### src/cal_engine_pkg.sv
// shared constants and carriers for the dac calibration engine
package cal_engine_pkg;
  localparam int DAC_BITS = 16;
  localparam int SET_IDX_BITS = 3;
  localparam int FORCE_SETS = 6;
  localparam int COMP_SETS = 6;
  localparam int CLAMP_SETS = 2;
  localparam int TOTAL_SETS = FORCE_SETS + 2 * COMP_SETS + 2 * CLAMP_SETS;
  localparam int SLOT_BITS = 5;
  localparam logic [15:0] GAIN_RESET = 16'hFFFF;
  localparam logic [15:0] OFFSET_RESET = 16'h8000;
  localparam logic [15:0] RAW_RESET = 16'h0000;
  localparam logic [15:0] CODE_RESET = 16'h0000;
  localparam logic [16:0] HALF_SCALE = 17'h08000;
  localparam logic [15:0] MAX_CODE = 16'hFFFF;
  localparam int ENGINE_LATENCY = 2;

  // which dac level a write addresses
  typedef enum logic [2:0] {
    LEVEL_FORCE = 3'h0,
    LEVEL_COMP_HIGH = 3'h1,
    LEVEL_COMP_LOW = 3'h2,
    LEVEL_CLAMP_HIGH = 3'h3,
    LEVEL_CLAMP_LOW = 3'h4
  } level_type;

  // which register of a set a write addresses
  typedef enum logic [1:0] {
    FIELD_RAW = 2'h0,
    FIELD_GAIN = 2'h1,
    FIELD_OFFSET = 2'h2
  } field_type;

  // 0 voltage forcing, 1..4 internal current ranges, 5 external range
  typedef logic [SET_IDX_BITS-1:0] set_index_type;
  localparam set_index_type VOLTAGE_FORCING_MODE = 3'h0;

  typedef struct packed {
    level_type level;
    field_type field;
    set_index_type set_index;
    logic [15:0] data;
  } write_type;

  typedef struct packed {
    logic [15:0] force_amp_level;
    logic [15:0] comp_high;
    logic [15:0] comp_low;
    logic [15:0] clamp_high;
    logic [15:0] clamp_low;
  } dac_words_type;
endpackage

### src/cal_arith.sv
// gain multiply, offset add and saturation for one calibrated code
`timescale 1ns/1ps
module cal_arith
  import cal_engine_pkg::*;
(
  // operands
  input wire logic [15:0] raw_input_code,
  input wire logic [15:0] gain,
  input wire logic [15:0] offset,
  // result
  output logic [15:0] result
);
  logic [16:0] gain_plus_one;
  logic [32:0] product;
  logic signed [18:0] sum;

  always_comb begin
    // bit 0 of the gain is ignored
    gain_plus_one = {1'b0, gain[15:1], 1'b0} + 17'h00001;
    product = gain_plus_one * {17'h00000, raw_input_code};
    // drop the fraction by truncation
    sum = signed'({3'b000, product[31:16]}) + signed'({3'b000, offset})
      - signed'({2'b00, HALF_SCALE});
    if (sum < 0) begin
      result = 16'h0000;
    end else if (sum > signed'({3'b000, MAX_CODE})) begin
      result = MAX_CODE;
    end else begin
      result = sum[15:0];
    end
  end
endmodule

### src/cal_engine.sv
// dac gain and offset calibration engine with cached results per mode
// Contract
// - calibrated code is (gain+1)/65536 times raw plus offset minus 32768
// - calibrated code delivered to the dac lies in 0 to 65535
// - raw input is a 16-bit host word, resolution sixteen bits
// - gain keeps bits 15 to 1, bit 0 ignored, resets to all ones
// - offset resets to 0x8000, midscale, no correction
// - calculation starts only on a raw input write; a mode change write loads cached results
// - gain or offset writes never recalculate; host rewrites raw input
// - each result is cached per mode or range until selected
// - result for the active set drives the dac at once, gated by load
// - force amplifier level has six register sets
// - each comparator level has six register sets with cached results
// - each clamp level has two sets: voltage, shared current ranges
// - a mode change loads the cached result of the new set
// - full 16-bit result kept even at quarter scale gain
`timescale 1ns/1ps
module cal_engine
  import cal_engine_pkg::*;
(
  // clock and reset
  input wire logic clock,
  input wire logic rst_n,
  // register writes from the serial front end
  input wire logic write_valid,
  input wire write_type write_word,
  // measurement unit mode control
  input wire logic mode_write,
  input wire set_index_type mode_set,
  input wire logic load_enable,
  // dac words and status
  output dac_words_type dac_words,
  output set_index_type active_set,
  output logic busy
);
  // flat slot of a level and set; clamps fold current ranges onto one set
  function automatic logic [SLOT_BITS-1:0] slot_of(level_type lv, set_index_type s);
    logic [SLOT_BITS-1:0] clamp_set;
    clamp_set = (s == VOLTAGE_FORCING_MODE) ? 5'h00 : 5'h01;
    case (lv)
      LEVEL_FORCE: slot_of = {2'b00, s};
      LEVEL_COMP_HIGH: slot_of = 5'h06 + {2'b00, s};
      LEVEL_COMP_LOW: slot_of = 5'h0C + {2'b00, s};
      LEVEL_CLAMP_HIGH: slot_of = 5'h12 + clamp_set;
      LEVEL_CLAMP_LOW: slot_of = 5'h14 + clamp_set;
      default: slot_of = 5'h00;
    endcase
  endfunction

  logic [15:0] raw [TOTAL_SETS];
  logic [15:0] gain [TOTAL_SETS];
  logic [15:0] offset [TOTAL_SETS];
  logic [15:0] calibrated_cached_code [TOTAL_SETS];
  logic [15:0] result;
  logic [SLOT_BITS-1:0] write_slot;
  logic [SLOT_BITS-1:0] calc_slot;
  logic calc_valid;
  logic [SLOT_BITS-1:0] latch_slot;
  logic latch_valid;
  logic [15:0] latch_result;
  logic mode_pending;
  logic set_valid;

  assign set_valid = write_word.set_index < SET_IDX_BITS'(FORCE_SETS) ? 1'b1 : 1'b0;
  assign write_slot = slot_of(write_word.level, write_word.set_index);

  // register sets
  always_ff @(posedge clock or negedge rst_n) begin
    if (!rst_n) begin
      for (int i = 0; i < TOTAL_SETS; i++) begin
        raw[i] <= RAW_RESET;
        // all ones, with the ignored bit 0 kept clear
        gain[i] <= {GAIN_RESET[15:1], 1'b0};
        offset[i] <= OFFSET_RESET;
      end
    end else if (write_valid && set_valid) begin
      case (write_word.field)
        FIELD_RAW: raw[write_slot] <= write_word.data;
        FIELD_GAIN: gain[write_slot] <= {write_word.data[15:1], 1'b0};
        FIELD_OFFSET: offset[write_slot] <= write_word.data;
        default: ;
      endcase
    end
  end

  // calculation is requested only by raw input writes
  always_ff @(posedge clock or negedge rst_n) begin
    if (!rst_n) begin
      calc_valid <= 1'b0;
      calc_slot <= 5'h00;
    end else begin
      calc_valid <= write_valid && set_valid && (write_word.field == FIELD_RAW);
      calc_slot <= write_slot;
    end
  end

  cal_arith arith (
    .raw_input_code(raw[calc_slot]),
    .gain(gain[calc_slot]),
    .offset(offset[calc_slot]),
    .result(result)
  );

  always_ff @(posedge clock or negedge rst_n) begin
    if (!rst_n) begin
      latch_valid <= 1'b0;
      latch_slot <= 5'h00;
      latch_result <= CODE_RESET;
    end else begin
      latch_valid <= calc_valid;
      latch_slot <= calc_slot;
      latch_result <= result;
    end
  end

  // cached results
  always_ff @(posedge clock or negedge rst_n) begin
    if (!rst_n) begin
      for (int i = 0; i < TOTAL_SETS; i++) begin
        calibrated_cached_code[i] <= CODE_RESET;
      end
    end else if (latch_valid) begin
      calibrated_cached_code[latch_slot] <= latch_result;
    end
  end

  // operating mode
  always_ff @(posedge clock or negedge rst_n) begin
    if (!rst_n) begin
      active_set <= VOLTAGE_FORCING_MODE;
      mode_pending <= 1'b0;
    end else begin
      if (mode_write && mode_set < SET_IDX_BITS'(FORCE_SETS)) begin
        active_set <= mode_set;
        mode_pending <= 1'b1;
      end else if (load_enable) begin
        mode_pending <= 1'b0;
      end else if (latch_valid) begin
        // a result held back by load is reloaded from the caches later
        mode_pending <= 1'b1;
      end
    end
  end

  assign busy = calc_valid | latch_valid;

  // dac registers, one generate pass per level
  logic [15:0] dac_reg [5];
  for (genvar lv = 0; lv < 5; lv++) begin : g_level
    logic [SLOT_BITS-1:0] act_slot;
    assign act_slot = slot_of(level_type'(lv), active_set);
    always_ff @(posedge clock or negedge rst_n) begin
      if (!rst_n) begin
        dac_reg[lv] <= CODE_RESET;
      end else if (load_enable) begin
        // a fresh result bypasses its own cache entry
        if (latch_valid && latch_slot == act_slot) begin
          dac_reg[lv] <= latch_result;
        end else if (mode_pending) begin
          dac_reg[lv] <= calibrated_cached_code[act_slot];
        end
      end
    end
  end

  assign dac_words.force_amp_level = dac_reg[0];
  assign dac_words.comp_high = dac_reg[1];
  assign dac_words.comp_low = dac_reg[2];
  assign dac_words.clamp_high = dac_reg[3];
  assign dac_words.clamp_low = dac_reg[4];
endmodule

### config.mk
export PLATFORM = sky130hd
export DESIGN_NAME = cal_engine
export DESIGN_NICKNAME = d
export VERILOG_FILES = /design/src/cal_engine_pkg.sv /design/src/cal_arith.sv /design/src/cal_engine.sv
export SDC_FILE = /design/constraint.sdc
export NUM_CORES = 2
export LEC_CHECK = 0
export BUFFER_PORTS_ARGS = -buffer_cell sky130_fd_sc_hd__buf_2
export CAP_MARGIN = 5
export CORE_MARGIN = 3
export CORE_UTILIZATION = 64
export DETAILED_ROUTE_END_ITERATION = 10
export GPL_ROUTABILITY_DRIVEN = 0
export PLACE_DENSITY = 0.89
export RECOVER_POWER = 25
export SLEW_MARGIN = 10
export SYNTH_ARGS = -nofsm -noshare
export SYNTH_HDL_FRONTEND = slang
export SYNTH_SLANG_ARGS = --single-unit
### constraint.sdc
create_clock -name clock -period 11.1 [get_ports clock]
set_input_delay 3.33 -clock clock [delete_from_list [all_inputs] [get_ports clock]]
set_output_delay 3.33 -clock clock [all_outputs]
set_load 0.02 [all_outputs]
==> flow_metrics.tcl <==
set metrics [dict create \
    ys.flop_type "dfrtp_1" \
    drt_wl_total_mm 211.5 \
    globalRouteMet1Util_pct 43.26 \
    violations "capacitance limit, slew limit" \
    yosysWarnings 0 \
    grtUsageMet2_pct 52.41 \
    hold_depth 0 \
    synth_top_cell_area_share_pct 36.62 \
    dieArea_um2 126600 \
    numCtsBuffers 152 \
    setup_viol_count_final 0 \
    grt_pass1_wl_mm 326.5 \
    cpPeakStageDelay_ps 670 \
    r2r-start "calc_slot[4]$_DFF_PN0_" \
    grt_overflow 0 \
    avgRoutedWirePerCell_um 28.19 \
    fp.dieH_um 355.8 \
    initial_core_util_pct 64.94 \
    hold_class "register to register" \
    skew_ps 31.87 \
    netlist_top_cells_area "dfrtp_1 (37%), mux2_2 (21%), dfstp_2 (12%), mux4_2 (9.9%), fa_1 (5.0%)" \
    vias 51710 \
    rows 127 \
    rsz0062_at_grt "false" \
    fmax_ghz 0.09333 \
    layout_commonest_cell "mux2_2" \
    viasPerCell 6.891 \
    synth_area_um2 78320 \
    clk_latency_ps 830 \
    crit_fanout 20 \
    slowest_stage "a211o_1" \
    cts_hold_buf 0 \
    finalSetupTns_ps 0 \
    cts_tree "built" \
    startpoint_type "register" \
    syn_to_final_growth_pct 9.479 \
    grt_pass1_vias 55600 \
    powerDensity_nw_per_um2 177.0 \
    path_depth 34 \
    clock-root-buffer "clkbuf_16" \
    synth_edf_count 0 \
    final_cell_mix "mux2_2 (1430), dfrtp_1 (1138), nor2_1 (371)" \
    clkTransAtPathRegs_ps 60 \
    synth_top_cell_by_area "dfrtp_1" \
    initialDrtViolationCount 5938 \
    cts_sinks 1498 \
    rr_worst_depth 34 \
    firstDrtPassIters 8 \
    ant_nets 0 \
    nNetsFinal 6116 \
    whs_ps 374.5 \
    synth.distinct_cells 76 \
    critical_path_class "register to register" \
    syn_area_per_cell_um2 13.58 \
    drc 0 \
    slew_headroom_pct -359.1 \
    dp_slack_ps 177.9 \
    cpMostUsedCell "fa_1" \
    chipWidth_um 355.8 \
    slew_violations 174 \
    tightest_slew_ps 6886 \
    worst_path_dominant_cell_family "compound AO/OA/AOI/OAI gates" \
    synth_nets 6128 \
    status "finished, violations left" \
    ir_worst_vdd_uv 196.4 \
    path_buf_inv 4 \
    finalCriticalPeriod_ps 10710 \
    cts.path.max_buffers 3 \
    final_core_utilization_pct 71.09 \
    busiest_layer "met2" \
    drive_gt1_share_pct 45.52 \
    hold_start "calc_valid$_DFF_PN0_" \
    io_pins 116 \
    grt_usage_pct 33.55 \
    grt_max_degree 192 \
    cp-end-kind "register" \
    fin_crit_sh_pct 96.53 \
    cp.required_ps 11780 \
    portBuffers 115 \
    hold_violations 0 \
    worst_slack_ps 385.1 \
    synth_seq_cells 1498 \
    synthArstFlopShare_pct 100.0 \
    p_leak_nw 39.99 \
    yosysSeqAreaShare_pct 48.43 \
    arrival_ps 11390 \
    use_met3_pct 9.592 \
    antenna_found_initial 13 \
    cp-startpoint "calc_slot[4]$_DFF_PN0_" \
    core_um2 120600 \
    cap_violations 2 \
    syn_inst 5767 \
    fillers 6941 \
    h-tree-depth 4 \
    hpwl_mm 129.7 \
]
[layout make-up]
| type | count | area [um2] | area share (%) |
|---|---|---|---|
| inverters | 273 | 1026 | 1.197 |
| well taps | 1612 | 2017 | 2.352 |
| flip-flops and latches | 1498 | 37950 | 44.26 |
| diodes | 10 | 25.02 | 0.02919 |
| multi-input cells | 3537 | 37530 | 43.77 |
| clock inverters | 53 | 763.2 | 0.8902 |
| clock buffers | 227 | 4345 | 5.068 |
| repair buffers | 293 | 2087 | 2.434 |
[flip-flops by register name, summed over array words and instances (netlist names), 3 cells and up]
register                flops
active_set                  3
calc_slot                   5
calibrated_cached_code    352
dac_words                  80
gain                      330
latch_result               16
latch_slot                  5
offset                    352
raw                       352
[worst reg2reg max path, delay by kind of cell, from the launching register on]
family | cells | cell delay [ps]
AND/OR/NAND/NOR | 4 | 990
buffers and inverters | 4 | 590
adder cells (fa/ha/maj) | 9 | 3980
flip-flops | 1 | 630
AO/OA/AOI/OAI | 16 | 4270
XOR/XNOR | 1 | 150
[synthesized netlist by cell type (18+ instances only)]
cell / count
mux2_2: 1436
dfrtp_1: 1146
nor2_1: 376
dfstp_2: 352
clkbuf_1: 348
mux4_2: 344
nand2_1: 267
inv_1: 265
a21oi_1: 201
fa_1: 194
ha_1: 135
mux2i_1: 124
o22ai_1: 113
buf_1: 47
o21ai_0: 32
buf_2: 31
and2_1: 29
a211oi_1: 26
buf_4: 25
xnor2_1: 20
a21o_1: 19
nor3_1: 18
xor2_1: 18
[final timing paths]
path | end | slack, ps
min in group asynchronous | calibrated_cached_code[282]$_DFFE_PN0P_ | 5250
worst min-delay path | latch_valid$_DFF_PN0_ | 370
worst max register to register | latch_result[5]$_DFF_PN0_ | 390
worst min register to register | latch_valid$_DFF_PN0_ | 370
worst max-delay path | latch_result[5]$_DFF_PN0_ | 390
max in group asynchronous | offset[54]$_DFFE_PN0P_ | 1220
[kinds of logic (layout without fill, tap and decap cells)]
family                     after synthesis  after routing  share of synthesized area [%]
AOI/OAI and AO/OA                      481            481                          3.807
xor gates and xnor gates                38             38                         0.4250
adders and majority gates              329            329                          7.116
buffers and inverters                  732            846                          3.759
DFF                                   1498           1498                          48.43
muxes                                 1909           1909                          32.29
other                                    0             10                              0
and+or+nand+nor                        780            780                          4.175
[report_power, final]
| group | internal [mW] | total [mW] | switching [mW] |
|---|---|---|---|
| clock network | 2.99 | 5.27 | 2.28 |
| registers | 6.12 | 6.60 | 0.483 |
| logic | 1.42 | 3.30 | 1.89 |
| total | 10.5 | 15.2 | 4.65 |
[stage by stage]
step / area, um2 / power [mW] / cells
floorplan: 78320 / 8.725 / 5767
global placement: 80520 / 9.608 / 7205
detailed placement: 80520 / 9.805 / 7205
CTS: 85630 / 15.09 / 7485
global route: 85720 / 15.73 / 7494
finish: 85740 / 15.17 / 7503
[layer usage]
metal	routed length [um]	share of wire [%]
met5	72	0.034
met4	11440	5.4
met3	23120	11
met2	99990	47
met1	76880	36
[timing repair]
item / in CTS / in global routing
gates resized for setup: 0 / 9
hold endpoints to repair: 0 / 0
setup endpoints to repair: 0 / 16
buffers inserted: 0 / 8
Power figures use the tool's default switching activity.
